===== src/hw/acal_consts.vh =====
// Constants of the auxiliary converter calibration datapath
// Behaviour
// - Offset correction is one 16-bit word built from two byte registers.
// - Offset low byte at 17h, high byte at 18h, both reset to zero.
// - Offset is two's complement, left-shifted to the top of the 24-bit result.
// - Aligned offset is subtracted before gain scaling from each raw result except one arriving in ST_SUB, which is dropped.
// - Gain low byte at 19h, high byte at 1Ah, resetting to 00h and 40h.
// - Gain word is an unsigned straight binary quantity.
// - Gain factor is gain word divided by 4000h; reset value gives unity.
// - Offset-corrected result is multiplied by the gain factor for output.
`ifndef ACAL_CONSTS_VH
`define ACAL_CONSTS_VH

// ****************************************
// Register map
// ****************************************
`define ACAL_ADDR_W          8
`define ACAL_ADDR_OFS_LO     8'h17
`define ACAL_ADDR_OFS_HI     8'h18
`define ACAL_ADDR_GAIN_LO    8'h19
`define ACAL_ADDR_GAIN_HI    8'h1a
`define ACAL_ADDR_RESULT_LO  8'h1b
`define ACAL_ADDR_RESULT_MID 8'h1c
`define ACAL_ADDR_RESULT_HI  8'h1d

// ****************************************
// Reset values and arithmetic
// ****************************************
`define ACAL_RST_OFS_LO      8'h00
`define ACAL_RST_OFS_HI      8'h00
`define ACAL_RST_GAIN_LO     8'h00
`define ACAL_RST_GAIN_HI     8'h40
`define ACAL_RAW_W           24
`define ACAL_WORD_W          16
`define ACAL_GAIN_SHIFT      14
`define ACAL_MAX_POS         24'h7fffff
`define ACAL_MAX_NEG         24'h800000

`endif


===== src/hw/acal_regbank.v =====
// Byte-wide calibration word storage, registered read-out
`timescale 1ns/1ps
`default_nettype none
`include "acal_consts.vh"
module acal_regbank #(
   parameter [7:0] RST_LO = 8'h00,
   parameter [7:0] RST_HI = 8'h00
) (
   // Clock and reset
   input  wire        mclk,
   input  wire        nrst,
   // Byte writes
   input  wire        wr_lo,
   input  wire        wr_hi,
   input  wire [7:0]  wdata,
   // Stored word
   output reg  [15:0] word
);
   // Two byte halves forming one word
   always @(posedge mclk or negedge nrst) begin
      if (!nrst) begin
         word <= {RST_HI, RST_LO};
      end else begin
         if (wr_lo) begin
            word[7:0] <= wdata;
         end
         if (wr_hi) begin
            word[15:8] <= wdata;
         end
      end
   end
endmodule
`default_nettype wire


===== src/hw/acal_top.v =====
// Calibration datapath of the auxiliary converter with its register port
`timescale 1ns/1ps
`default_nettype none
`include "acal_consts.vh"
module acal_top #(
   parameter RAW_W = `ACAL_RAW_W
) (
   // Clock and reset
   input  wire             mclk,
   input  wire             nrst,
   // Register port
   input  wire [7:0]       addr,
   input  wire [7:0]       wdata,
   input  wire             wr,
   input  wire             rd,
   output reg  [7:0]       rdata,
   // Raw results from the modulator filter
   input  wire [RAW_W-1:0] raw_data,
   input  wire             raw_valid,
   // Calibrated results
   output reg  [RAW_W-1:0] cal_data,
   output reg              cal_valid,
   output reg              cal_clipped
);
   // ****************************************
   // States of the two-stage pipeline
   // ****************************************
   localparam [2:0] ST_IDLE = 3'b001;
   localparam [2:0] ST_SUB  = 3'b010;
   localparam [2:0] ST_MUL  = 3'b100;

   localparam PROD_W = RAW_W + 2 + `ACAL_WORD_W + 1;

   wire [15:0] aux_offset_word;
   wire [15:0] aux_gain_word;
   reg  [2:0]  state;
   reg  [2:0]  next_state;
   reg  [RAW_W-1:0] raw_hold;
   reg  [15:0] ofs_snap;
   reg  [15:0] gain_snap;
   reg  signed [RAW_W+1:0] diff;
   wire signed [RAW_W+1:0] raw_ext;
   wire signed [RAW_W+1:0] ofs_ext;
   wire signed [PROD_W-1:0] prod;
   wire signed [PROD_W-1:0] scaled;
   wire signed [PROD_W-1:0] lim_pos;
   wire signed [PROD_W-1:0] lim_neg;

   // ****************************************
   // Calibration word storage
   // ****************************************
   acal_regbank #(
      .RST_LO (`ACAL_RST_OFS_LO),
      .RST_HI (`ACAL_RST_OFS_HI)
   ) u_ofs (
      .mclk  (mclk),
      .nrst  (nrst),
      .wr_lo (wr && addr == `ACAL_ADDR_OFS_LO),
      .wr_hi (wr && addr == `ACAL_ADDR_OFS_HI),
      .wdata (wdata),
      .word  (aux_offset_word)
   );

   acal_regbank #(
      .RST_LO (`ACAL_RST_GAIN_LO),
      .RST_HI (`ACAL_RST_GAIN_HI)
   ) u_gain (
      .mclk  (mclk),
      .nrst  (nrst),
      .wr_lo (wr && addr == `ACAL_ADDR_GAIN_LO),
      .wr_hi (wr && addr == `ACAL_ADDR_GAIN_HI),
      .wdata (wdata),
      .word  (aux_gain_word)
   );

   // ****************************************
   // Register read-out, data in the next cycle
   // ****************************************
   // Unmapped addresses read as zero
   always @(posedge mclk or negedge nrst) begin
      if (!nrst) begin
         rdata <= 8'h00;
      end else if (rd) begin
         case (addr)
            `ACAL_ADDR_OFS_LO:     rdata <= aux_offset_word[7:0];
            `ACAL_ADDR_OFS_HI:     rdata <= aux_offset_word[15:8];
            `ACAL_ADDR_GAIN_LO:    rdata <= aux_gain_word[7:0];
            `ACAL_ADDR_GAIN_HI:    rdata <= aux_gain_word[15:8];
            `ACAL_ADDR_RESULT_LO:  rdata <= cal_data[7:0];
            `ACAL_ADDR_RESULT_MID: rdata <= cal_data[15:8];
            `ACAL_ADDR_RESULT_HI:  rdata <= cal_data[RAW_W-1:16];
            default:               rdata <= 8'h00;
         endcase
      end else begin
         rdata <= 8'h00;
      end
   end

   // ****************************************
   // Arithmetic
   // ****************************************
   // Offset left-aligned to the top of the raw word, low bits zero
   assign raw_ext = {{2{raw_hold[RAW_W-1]}}, raw_hold};
   assign ofs_ext = {{2{ofs_snap[15]}}, ofs_snap, {(RAW_W-16){1'b0}}};
   // Gain word zero-extended, so it never reads as negative
   assign prod    = diff * $signed({1'b0, gain_snap});
   // Division by 4000h is an arithmetic shift; truncates toward minus infinity
   assign scaled  = prod >>> `ACAL_GAIN_SHIFT;
   assign lim_pos = $signed({{(PROD_W-RAW_W){1'b0}}, `ACAL_MAX_POS});
   assign lim_neg = $signed({{(PROD_W-RAW_W){1'b1}}, `ACAL_MAX_NEG});

   // ****************************************
   // Pipeline control
   // ****************************************
   // A new raw word in ST_MUL starts again at once; one arriving in ST_SUB is dropped
   always @* begin
      next_state = state;
      case (state)
         ST_IDLE: begin
            if (raw_valid) begin
               next_state = ST_SUB;
            end
         end
         ST_SUB:  next_state = ST_MUL;
         ST_MUL: begin
            next_state = raw_valid ? ST_SUB : ST_IDLE;
         end
         default: next_state = ST_IDLE;
      endcase
   end

   always @(posedge mclk or negedge nrst) begin
      if (!nrst) begin
         state <= ST_IDLE;
      end else begin
         state <= next_state;
      end
   end

   // Capture raw word with the settings current at completion
   always @(posedge mclk or negedge nrst) begin
      if (!nrst) begin
         raw_hold  <= {RAW_W{1'b0}};
         ofs_snap  <= {`ACAL_RST_OFS_HI, `ACAL_RST_OFS_LO};
         gain_snap <= {`ACAL_RST_GAIN_HI, `ACAL_RST_GAIN_LO};
      end else if (raw_valid && state != ST_SUB) begin
         raw_hold  <= raw_data;
         ofs_snap  <= aux_offset_word;
         gain_snap <= aux_gain_word;
      end
   end

   // Offset step precedes scaling
   always @(posedge mclk or negedge nrst) begin
      if (!nrst) begin
         diff <= {(RAW_W+2){1'b0}};
      end else if (state == ST_SUB) begin
         diff <= raw_ext - ofs_ext;
      end
   end

   // Saturating output stage; wrap would flip the sign of big values
   always @(posedge mclk or negedge nrst) begin
      if (!nrst) begin
         cal_data    <= {RAW_W{1'b0}};
         cal_valid   <= 1'b0;
         cal_clipped <= 1'b0;
      end else begin
         cal_valid <= (state == ST_MUL);
         if (state == ST_MUL) begin
            if (scaled > lim_pos) begin
               cal_data    <= `ACAL_MAX_POS;
               cal_clipped <= 1'b1;
            end else if (scaled < lim_neg) begin
               cal_data    <= `ACAL_MAX_NEG;
               cal_clipped <= 1'b1;
            end else begin
               cal_data    <= scaled[RAW_W-1:0];
               cal_clipped <= 1'b0;
            end
         end
      end
   end
endmodule
`default_nettype wire


===== config.mk =====
export PLATFORM = sky130hd
export DESIGN_NAME = acal_top
export DESIGN_NICKNAME = d
export VERILOG_FILES = /design/src/hw/acal_regbank.v /design/src/hw/acal_top.v
export VERILOG_INCLUDE_DIRS = /design/src /design/src/hw
export SDC_FILE = /design/constraint.sdc
export NUM_CORES = 1
export LEC_CHECK = 0
export BUFFER_PORTS_ARGS = -buffer_cell sky130_fd_sc_hd__buf_2
export CORE_MARGIN = 10
export CORE_UTILIZATION = 60
export DETAILED_ROUTE_END_ITERATION = 8
export PLACE_DENSITY_LB_ADDON = 0.1
export RECOVER_POWER = 50
export SLEW_MARGIN = 20
export SYNTH_ARGS = -nofsm -noshare
export SYNTH_HDL_FRONTEND = slang
export SYNTH_HIERARCHICAL = 1
export SYNTH_SLANG_ARGS = --single-unit

===== constraint.sdc =====
create_clock -name mclk -period 10.1 [get_ports mclk]
set_input_delay 2.02 -clock mclk [delete_from_list [all_inputs] [get_ports mclk]]
set_output_delay 2.02 -clock mclk [all_outputs]
set_load 0.01 [all_outputs]

# Yosys cells after proc, flatten, opt, wreduce, memory -nomap -nowiden
# Cells that the tools add are included.
[op_classes] shifts=0 mux=9 reduce_logical=5 n_mul=1 bitwise=0 addsub=1 div=0 eq_ne=12 order_cmp=2
[ops] operator="== test 8 x 5 -> 1 bit, second input constant" count=7
[ops] operator="case mux 8 bit (7 select lines)" count=1
[ops] operator="two-way mux 24 bit" count=2
[ops] operator="multiplier 25 x 17 -> 42 bit" count=1
[ops] operator="greater-than comparator 28 x 24 -> 1 bit, second input constant" count=1
[ops] operator="less-than comparator 28 x 24 -> 1 bit, second input constant" count=1
[ops] operator="subtractor 24 x 24 -> 25 bit" count=1
[ops] operator="case mux 3 bit (3 select lines)" count=1
[ops] operator="two-way mux 8 bit" count=1
[ops] operator="logical AND 1 bit" count=5
[ops] operator="== test 3 x 1 -> 1 bit, second input constant" count=1
[ops] operator="== test 3 x 2 -> 1 bit, second input constant" count=1
[ops] operator="== test 3 bit, second input constant" count=1
[ops] operator="two-way mux 3 bit" count=1
[ops] operator="inequality test 3 x 2 -> 1 bit, second input constant" count=1
[ops] operator="two-way mux 1 bit" count=2
[ops] operator="two-way mux 2 bit" count=1
[ops] operator="inequality test 2 bit, second input constant" count=1
[word_totals] mem_bits_ro=0 mem_bits_rw=0 regBits=150 wordCells=43 out_inout_bits=34 latch_bits=0 in_bits=45 n_memories=0

# Depth between registers and ports, before layout
# Gate-level depths: netlist of the first run.
[logic_depth] word_depth=4 ltp_mapped=28 mapped_depth_nobuf=25

# By module
# Netlist of the first run, hierarchy kept.
[by_module_without_submodules] mod="acal_top" cells_each=2142 area_each_um2=19835.3 instances=1 seq_area_each_um2=2955.3
[by_module_without_submodules] mod="acal_regbank at u_gain" cells_each=34 area_each_um2=664.4 instances=1 seq_area_each_um2=401.6
[by_module_without_submodules] mod="acal_regbank at u_ofs" cells_each=34 area_each_um2=663.1 instances=1 seq_area_each_um2=400.4

# Worst setup path before layout of the first run
# OpenSTA, ideal clock, no wires.
[synth_timing] kind="register to register" start="register diff[24] (netlist name)" end="register cal_data[21]" synth_period_minus_slack_ns=7.020 required_ns=10.027 setup_slack_ns=3.080 setup_time_ns=0.073 path_stages_with_launch=26 path_buffers=4 arrival_ns=6.947 path_cell_list="dfrtp_1 > clkbuf_1 > clkbuf_1 > nand2_1 > fa_1 > fa_1 > inv_1 > fa_1 > fa_1 > fa_1 > inv_1 > fa_1 > inv_1 > ha_1 > buf_2 > a21oi_2 > o21ai_0 > o41ai_1 > nand3_1 > o211ai_1 > a21bo_1 > a211oi_2 > a31o_1 > a221o_2 > buf_6 > a21oi_2"
[synth_via] elab_chain_cells=4 elab_cells_between_ends=5 cone_classes="mul (1); order compare (2); mux (2)"
[synth_rtl] item="multiplier 25 x 17 -> 42 bit (*)" line="acal_top.v:106" text="assign prod = diff * $signed({1'b0, gain_snap});"
[synth_rtl] item="less-than comparator 28 x 24 -> 1 bit" line="acal_top.v:174" text="end else if (scaled < lim_neg) begin"
[synth_rtl] item="two-way mux 24 bit" line="acal_top.v:174"
[synth_rtl] item="two-way mux 24 bit (*)" line="acal_top.v:171" text="if (scaled > lim_pos) begin"
[synth_rtl] item="end signal, assigned" line="acal_top.v:172" text="cal_data <= `ACAL_MAX_POS;"
[synth_rtl] item="end signal, assigned" line="acal_top.v:175" text="cal_data <= `ACAL_MAX_NEG;"
[synth_rtl] item="end signal, assigned" line="acal_top.v:178" text="cal_data <= scaled[RAW_W-1:0];"
[synth_rtl] item="end, declared" line="acal_top.v:21" text="output reg [RAW_W-1:0] cal_data,"
# Every way passes the cells marked *; elsewhere a longest branch is shown, timed or not.
# A chain may end at the register's enable or synchronous reset.

# Worst setup path after layout of the first run
[layout_timing] start="register gain_snap[3]" end="register cal_data[8]"
[layout_via] elab_chain_cells=4 elab_cells_between_ends=5 cone_classes="mul (1); order compare (2); mux (2)"
[layout_rtl] item="start, declared" line="acal_top.v:40" text="reg [15:0] gain_snap;"
[layout_rtl] item="start signal, assigned" line="acal_top.v:145" text="gain_snap <= {`ACAL_RST_GAIN_HI, `ACAL_RST_GAIN_LO};"
[layout_rtl] item="start signal, assigned" line="acal_top.v:149" text="gain_snap <= aux_gain_word;"
[layout_rtl] item="multiplier 25 x 17 -> 42 bit (*)" line="acal_top.v:106"
[layout_rtl] item="less-than comparator 28 x 24 -> 1 bit" line="acal_top.v:174"
[layout_rtl] item="two-way mux 24 bit" line="acal_top.v:174"
[layout_rtl] item="two-way mux 24 bit (*)" line="acal_top.v:171"
# Marks and branches as above.

==> summary.md, run 1 <==
| Metric | Value |
|---|---|
| Post-synthesis cell count | `around 2200` |
| TritonCTS clock tree | `yes` |
| Footprint of the multi-input gates | `roughly 0.015 mm^2` |
| Period utilization | `0.819` |
| Max cap viols | `3` |
| Non-filler cells, final | `2697` |
| Psw | `about 1.7 mW` |
| Post-layout net count | `between 2000 and 3000` |
| Final wirelength | `approximately 52000 um` |
| Remaining DRCs | `0` |
| CP Launch Point | `gain_snap[3]` |
| Placed cell area | `roughly 0.022 mm^2` |
| CTS H-tree lvls | `4` |
| Commonest non-fill, non-tap cells in the layout | `483 x inv_1, 390 x fa_1, 322 x nand2_1, 163 x and2_1, 145 x dfrtp_1` |
| Synthesized area | `about 0.021 mm^2` |
| R2R Setup Slk | `1830 ps` |
| Skew-Pair Late Insertion Delay | `between 400 and 500 ps` |
| WP data required | `roughly 10000 ps` |
| Yosys top cell by area | `fa_1` |
| Skew final | `between 10 and 15 ps` |
| Reg2reg end | `cal_data[8]` |
| Synth top area share | `0.369` |
| Hold buffer count at CTS | `0` |
| TritonCTS buffer count | `17` |
| CTS resizes | `0` |
| Switching share of power | `0.489` |
| Number of flops mapped to enable cells by yosys | `0` |
| Worst setup EP type | `flip-flop` |
| P_leak | `around 12 nW` |
| First-pass GRT wire length | `87600 um` |
| Sequential power share | `0.324` |
| Initial core utilization | `0.610` |
| FF-to-FF Start | `gain_snap[3]` |
| Placed cell count | `around 2700` |
| Global placement routability congestion | `0.911` |
| Failing checks | `max-capacitance violations, max-slew violations` |
| Clock power frac | `0.187` |
| Ports | `79` |
| Async SR Flop Fraction | `1.00` |
| Flops & latches, synth | `150` |
| Antenna violations before repair | `2` |
| Hold Path Class | `flip-flop to flip-flop` |
| Number of fillers in the final layout | `about 3000` |
| Port Buffer Count | `78` |
| Post-route ant nets | `0` |
| Slew at the pin closest to its max-slew limit | `approximately 4400 ps` |
| Cell Int Power | `about 1.8 mW` |
| Clock tree sinks | `150` |
| Number of DRC markers in iteration 0 | `just over 1000` |
| Top_reg_cell synth | `dfrtp_1` |
| Startpoint class of the critical path | `flip-flop` |
| Power after layout | `~3.5 mW` |
| Reg2reg path depth | `20` |
| Synth-to-layout area growth | `5.98%` |
| Pin count of the biggest net entering global routing | `84` |
| WHS Path Cells | `1` |
| Register area share after synthesis | `0.178` |
| Row Count | `68` |
| Clock root cell | `clkbuf_16` |
| Worst-path clk slew | `approximately 70 ps` |
| PD cells | `156 mW/mm^2` |
| Critical Path Fanout Max | `26` |
| Max_slew headroom | `-1.94` |
| Worst Hold End | `state[1]` |
| GR Util All Layers | `0.252` |
| Core ar. | `0.0347 mm^2` |
| Max-slew violation count | `between 150 and 200` |
| Total negative slack | `0 ps` |
| Register area | `between 0.003 and 0.004 mm^2` |
| Vias | `approximately 15000` |
| Post-synth cell types | `63` |
| Full die area | `around 0.043 mm^2` |
| Synthesized Nets | `2762` |
| Via density | `roughly 5.6` |
| Most common cell after layout, fill and taps aside | `inv_1` |
| Unrepaired setup endpoints after global routing | `false` |
| Design area | `about 0.022 mm^2` |
| CP Class | `flip-flop to flip-flop` |
| Postcts setup bufs | `0` |
| Hold_sp | `state[1]` |
| Status | `complete, but fails checks` |
| Final setup viols | `0` |
| Most area-consuming cells after synthesis | `fa_1 37%, dfrtp_1 17%, inv_1 8.6%` |
| Tmin final | `8270 ps` |
| Post-Syn Area per Cell | `approximately 9.6 um^2` |
| Fmax | `between 100 and 150 MHz` |
| Detail Placement HPWL | `~41000 um` |
| Critical Path AT | `8630 ps` |
| Die Wd | `208 um` |
| Final Hold Viols | `0` |
| Gr ovfl total | `0` |
| Setup WS post-layout | `~1800 ps` |
| Pre-CTS WS | `1860 ps` |
| Yosys Warn Count | `6` |
| DR WL/cell | `19.3 um` |
| Logic pwr share | `0.489` |
| Share of cells above drive strength 1 | `0.109` |
| Highest ir drop seen on vdd | `approximately 0.2 mV` |
| Pre-antenna DRT Iters | `8` |
| Chip height | `208 um` |
| CTS Buffer Depth | `2` |
| Vias in the first global route | `16200` |
==> cell families after synthesis <==
kind of cell | synth area share
XOR/XNOR | 0.0170
multiplexers | 0.0530
AND/OR/NAND/NOR | 0.142
flip-flops | 0.178
AO/OA/AOI/OAI | 0.0677
adder cells (fa/ha/maj) | 0.438
buffers and inverters | 0.105
==> registers in the layout, summed over array words and instances, names as in the netlist <==
register,flops
cal_clipped,1
cal_data,24
cal_valid,1
diff,25
gain_snap,16
ofs_snap,16
raw_hold,24
rdata,8
state,3
u_gain/word,16
u_ofs/word,16
==> power by group through the flow <==
stage	logic, mW	clock network [mW]	registers, mW
finish	1.71	0.656	1.13
global route	1.96	0.692	1.16
CTS	1.73	0.664	1.13
detailed placement	1.70	0	1.14
global placement	1.67	0	1.14
floorplan	1.34	0	0.864
==> per-stage QoR <==
stage / utilization / hold WS, ps
after floorplan: - / 433
after global placement: 0.629 / 441
after detailed placement: 0.629 / 455
after CTS: 0.647 / 470
after global routing: 0.646 / 496
final: 0.646 / 460
==> how the worst max path moves through the flow <==
stage | endpoint | slack [ps] | depth (start not counted)
4_1_cts | cal_data[13] | 1820 | 20
5_1_grt | cal_data[13] | 1250 | 20
2_1_floorplan | cal_data[21] | 3080 | 25
3_5_place_dp | cal_data[13] | 1860 | 20
3_3_place_gp | cal_data[21] | 2070 | 20
6_report | cal_data[8] | 1830 | 20
==> layout make-up <==
cell class | count | area share
Antenna cell | 1 | 0.000112
Clock buffer | 17 | 0.0190
Clock inverter | 15 | 0.00809
Inverter | 483 | 0.0808
Multi-Input combinational cell | 1482 | 0.677
Sequential cell | 150 | 0.168
Tap cell | 455 | 0.0254
Timing Repair Buffer | 94 | 0.0219
==> critical path, cell delays in order (launching register included) <==
cell      delay [ps]
dfrtp_1         1020
nand2_1          250
fa_1             760
fa_1             530
inv_1            320
fa_1             500
fa_1             500
fa_1             500
inv_1             50
fa_1             470
inv_1             40
ha_1             380
a21oi_2          210
o21ai_0          140
o41ai_1          510
nand3_1          130
o211ai_1         400
nand3_1          230
o311ai_4         810
nand3_1          230
a21oi_2          190
==> layer usage <==
metal | global-route usage | routed length, um
met3 | 0.0363 | 2800
met5 | 0 | 0
met2 | 0.428 | 26400
met4 | 0.0780 | 1650
met1 | 0.327 | 21400
==> Yosys cell counts (all sizes together), types with 7 or more instances <==
cell    instances
inv           483
fa            390
nand2         323
and2          164
dfrtp         147
ha            117
mux2           89
clkbuf         83
nor2           71
a21oi          60
nand3          39
o21ai          39
xnor2          24
a22oi          17
xor2           17
a31oi          16
a21o           12
buf            12
a211oi          9
a222oi          8
o31ai           8
and3            7
nand4           7
nor3            7
(Power assumes the default switching activity.)
==> run 2: changes to the inputs <==
- CORE_UTILIZATION: 60 -> 59
- clock period: 10.1 -> 6.9 ns (I/O delays scaled with it)
==> summary.md, run 2 (same netlist as run 1, synthesis figures left out) <==
| Metric | Value |
|---|---|
| CTS H-tree lvls | `4 (unchanged)` |
| Global placement routability congestion | `0.928 (+1.8%)` |
| WP data required | `7250 ps (-3200 ps)` |
| TritonCTS buffer count | `17 (unchanged)` |
| CP Launch Point | `gain_snap[6]` |
| Initial core utilization | `0.596 (-0.0132)` |
| Slew at the pin closest to its max-slew limit | `1000 ps (-3420 ps)` |
| Core ar. | `0.0355 mm^2 (+2.2%)` |
| Antenna Cells | `0 (-1)` |
| First-pass GRT wire length | `90900 um (+3.8%)` |
| CTS Buffer Depth | `2 (unchanged)` |
| Ports | `79 (unchanged)` |
| Period utilization | `1.02 (+0.200)` |
| Skew final | `9.92 ps (-0.800 ps)` |
| Row Count | `69 (+1.5%)` |
| Commonest non-fill, non-tap cells in the layout | `477 x inv_1, 375 x fa_1, 315 x nand2_1, 162 x and2_1, 158 x buf_4` |
| Final Util | `0.690 (+0.0435)` |
| Final wirelength | `56300 um (+8.0%)` |
| Pin count of the biggest net entering global routing | `100 (+19%)` |
| Number of fillers in the final layout | `2769 (-6.9%)` |
| Startpoint class of the critical path | `flip-flop` |
| Non-filler cells, final | `2876 (+6.6%)` |
| M1 WL | `22200 um (+4.1%)` |
| Unrepaired setup endpoints after global routing | `true` |
| Synth-to-layout area growth | `15.6%` |
| Hold_sp | `raw_hold[6]` |
| Failing checks | `negative setup slack` |
| Hold Path Class | `flip-flop to flip-flop` |
| Vias | `15800 (+4.9%)` |
| Post-route ant nets | `0 (unchanged)` |
| P_leak | `12.5 nW (+8.9%)` |
| PD cells | `241 mW/mm^2 (+54%)` |
| Most common cell after layout, fill and taps aside | `inv_1` |
| Largest regs | `diff x25, cal_data x24, raw_hold x24` |
| Pre-antenna DRT Iters | `6 (-2)` |
| Via density | `5.50 (-1.6%)` |
| Gr ovfl total | `0 (unchanged)` |
| Met3 WL | `2950 um (+5.2%)` |
| Tmin final | `7030 ps (-1240 ps)` |
| Status | `complete, but fails checks` |
| Vias in the first global route | `17200 (+6.0%)` |
| Final setup viols | `24 (+24)` |
| CP Class | `flip-flop to flip-flop` |
| Die Wd | `209 um (+0.76%)` |
| TritonCTS clock tree | `yes` |
| Highest ir drop seen on vdd | `0.247 mV (+24%)` |
| Setup WS post-layout | `-129 ps (-1960 ps)` |
| Worst-path clk slew | `70 ps (about the same)` |
| Remaining DRCs | `0 (unchanged)` |
| Most flops, register | `diff` |
| Number of DRC markers in iteration 0 | `1075 (+3.8%)` |
| Post-layout net count | `2954 (+6.3%)` |
| Max cap viols | `0 (-3)` |
| Full die area | `0.0438 mm^2 (+1.5%)` |
| Max_slew headroom | `0.327 (+2.27)` |
| Detail Placement HPWL | `45400 um (+9.8%)` |
| Worst setup EP type | `flip-flop` |
| FF-to-FF Start | `gain_snap[6]` |
| Fmax | `142 MHz (+18%)` |
| Placed cell count | `2822 (+5.9%)` |
| Clock tree sinks | `150 (unchanged)` |
| Final Hold Viols | `0 (unchanged)` |
| Critical Path AT | `7380 ps (-1250 ps)` |
| DR WL/cell | `19.6 um (+1.2%)` |
| Share of cells above drive strength 1 | `0.212 (+0.103)` |
| Pre-CTS WS | `-289 ps (-2150 ps)` |
| Placed cell area | `0.0232 mm^2 (+6.3%)` |
| Max FFs per register | `25 (unchanged)` |
| Chip height | `209 um (+0.76%)` |
| Clock root cell | `clkbuf_16` |
| Antenna violations before repair | `0 (-2)` |
| Port Buffer Count | `78 (unchanged)` |
| Power after layout | `5.90 mW (+68%)` |
| Highest metal used | `met4` |
| Max-slew violation count | `0 (-100%)` |
| GR Util All Layers | `0.261 (+0.00959)` |
| Design area | `0.0245 mm^2 (+9.1%)` |
| Critical Path Fanout Max | `6 (-77%)` |
| Met2 wire len | `29400 um (+12%)` |
| Skew-Pair Late Insertion Delay | `430 ps (about the same)` |
[run 2: where the power goes]
part           total (mW)  switching (mW)  internal, mW
clock network       0.950           0.435         0.515
logic                3.54            2.00          1.54
registers            1.41           0.327          1.08
total                5.90            2.76          3.14
[run 2: worst paths after layout]
check                                     end  slack, ps  cells past startpoint
worst max-delay path             cal_data[13]       -130                     25
worst min-delay path                  diff[6]        470                      2
worst max register to register   cal_data[13]       -130                     25
worst min register to register        diff[6]        470                      2
max in group asynchronous       gain_snap[13]       4600                      2
min in group asynchronous         raw_hold[1]       1040                      1
[run 2: area by class of cell]
class,count,area (um^2),share of cell area
well taps,461,577,0.0236
inverters,483,1810,0.0741
repair buffers,268,2190,0.0894
clock inverters,15,163,0.00665
clock buffers,17,425,0.0174
multi-input cells,1482,15500,0.634
flip-flops and latches,150,3780,0.155
[run 2: through the flow]
stage	setup TNS, ps	hold WS, ps
final	-2430	465
after global routing	-5890	501
after CTS	0	469
after detailed placement	-6170	452
after global placement	-4450	451
after floorplan	0	433
[run 2: what timing repair did]
item | in CTS | in global routing
hold buffers | 0 | 0
endpoints found under the setup margin | 24 | 25
pin swaps | 3 | 33
gates resized for setup | 24 | 79
setup buffers | 4 | 11
gates cloned | 0 | 7
[run 2: per-layer routing]
metal | vias to the layer above | GRT usage
li1 | 7101 | -
met1 | 8171 | 0.320
met2 | 436 | 0.468
met3 | 99 | 0.0411
met4 | 0 | 0.0707
met5 | - | 0
[run 2: critical path, stage by stage (launching register included)]
cell and delay [ps]:
dfrtp_2 450, buf_12 150, clkbuf_16 160, and2_4 140, fa_2 540, inv_2 40
fa_2 530, fa_2 450, fa_1 520, inv_2 40, fa_1 520, fa_1 450
ha_1 330, and2_4 150, o2111ai_2 120, a211oi_2 300, buf_4 170, nand2_2 50
a32o_2 310, o41ai_4 270, a21bo_1 170, a211oi_2 50, a31o_1 230, a221o_2 460
clkbuf_16 210, a21oi_2 120
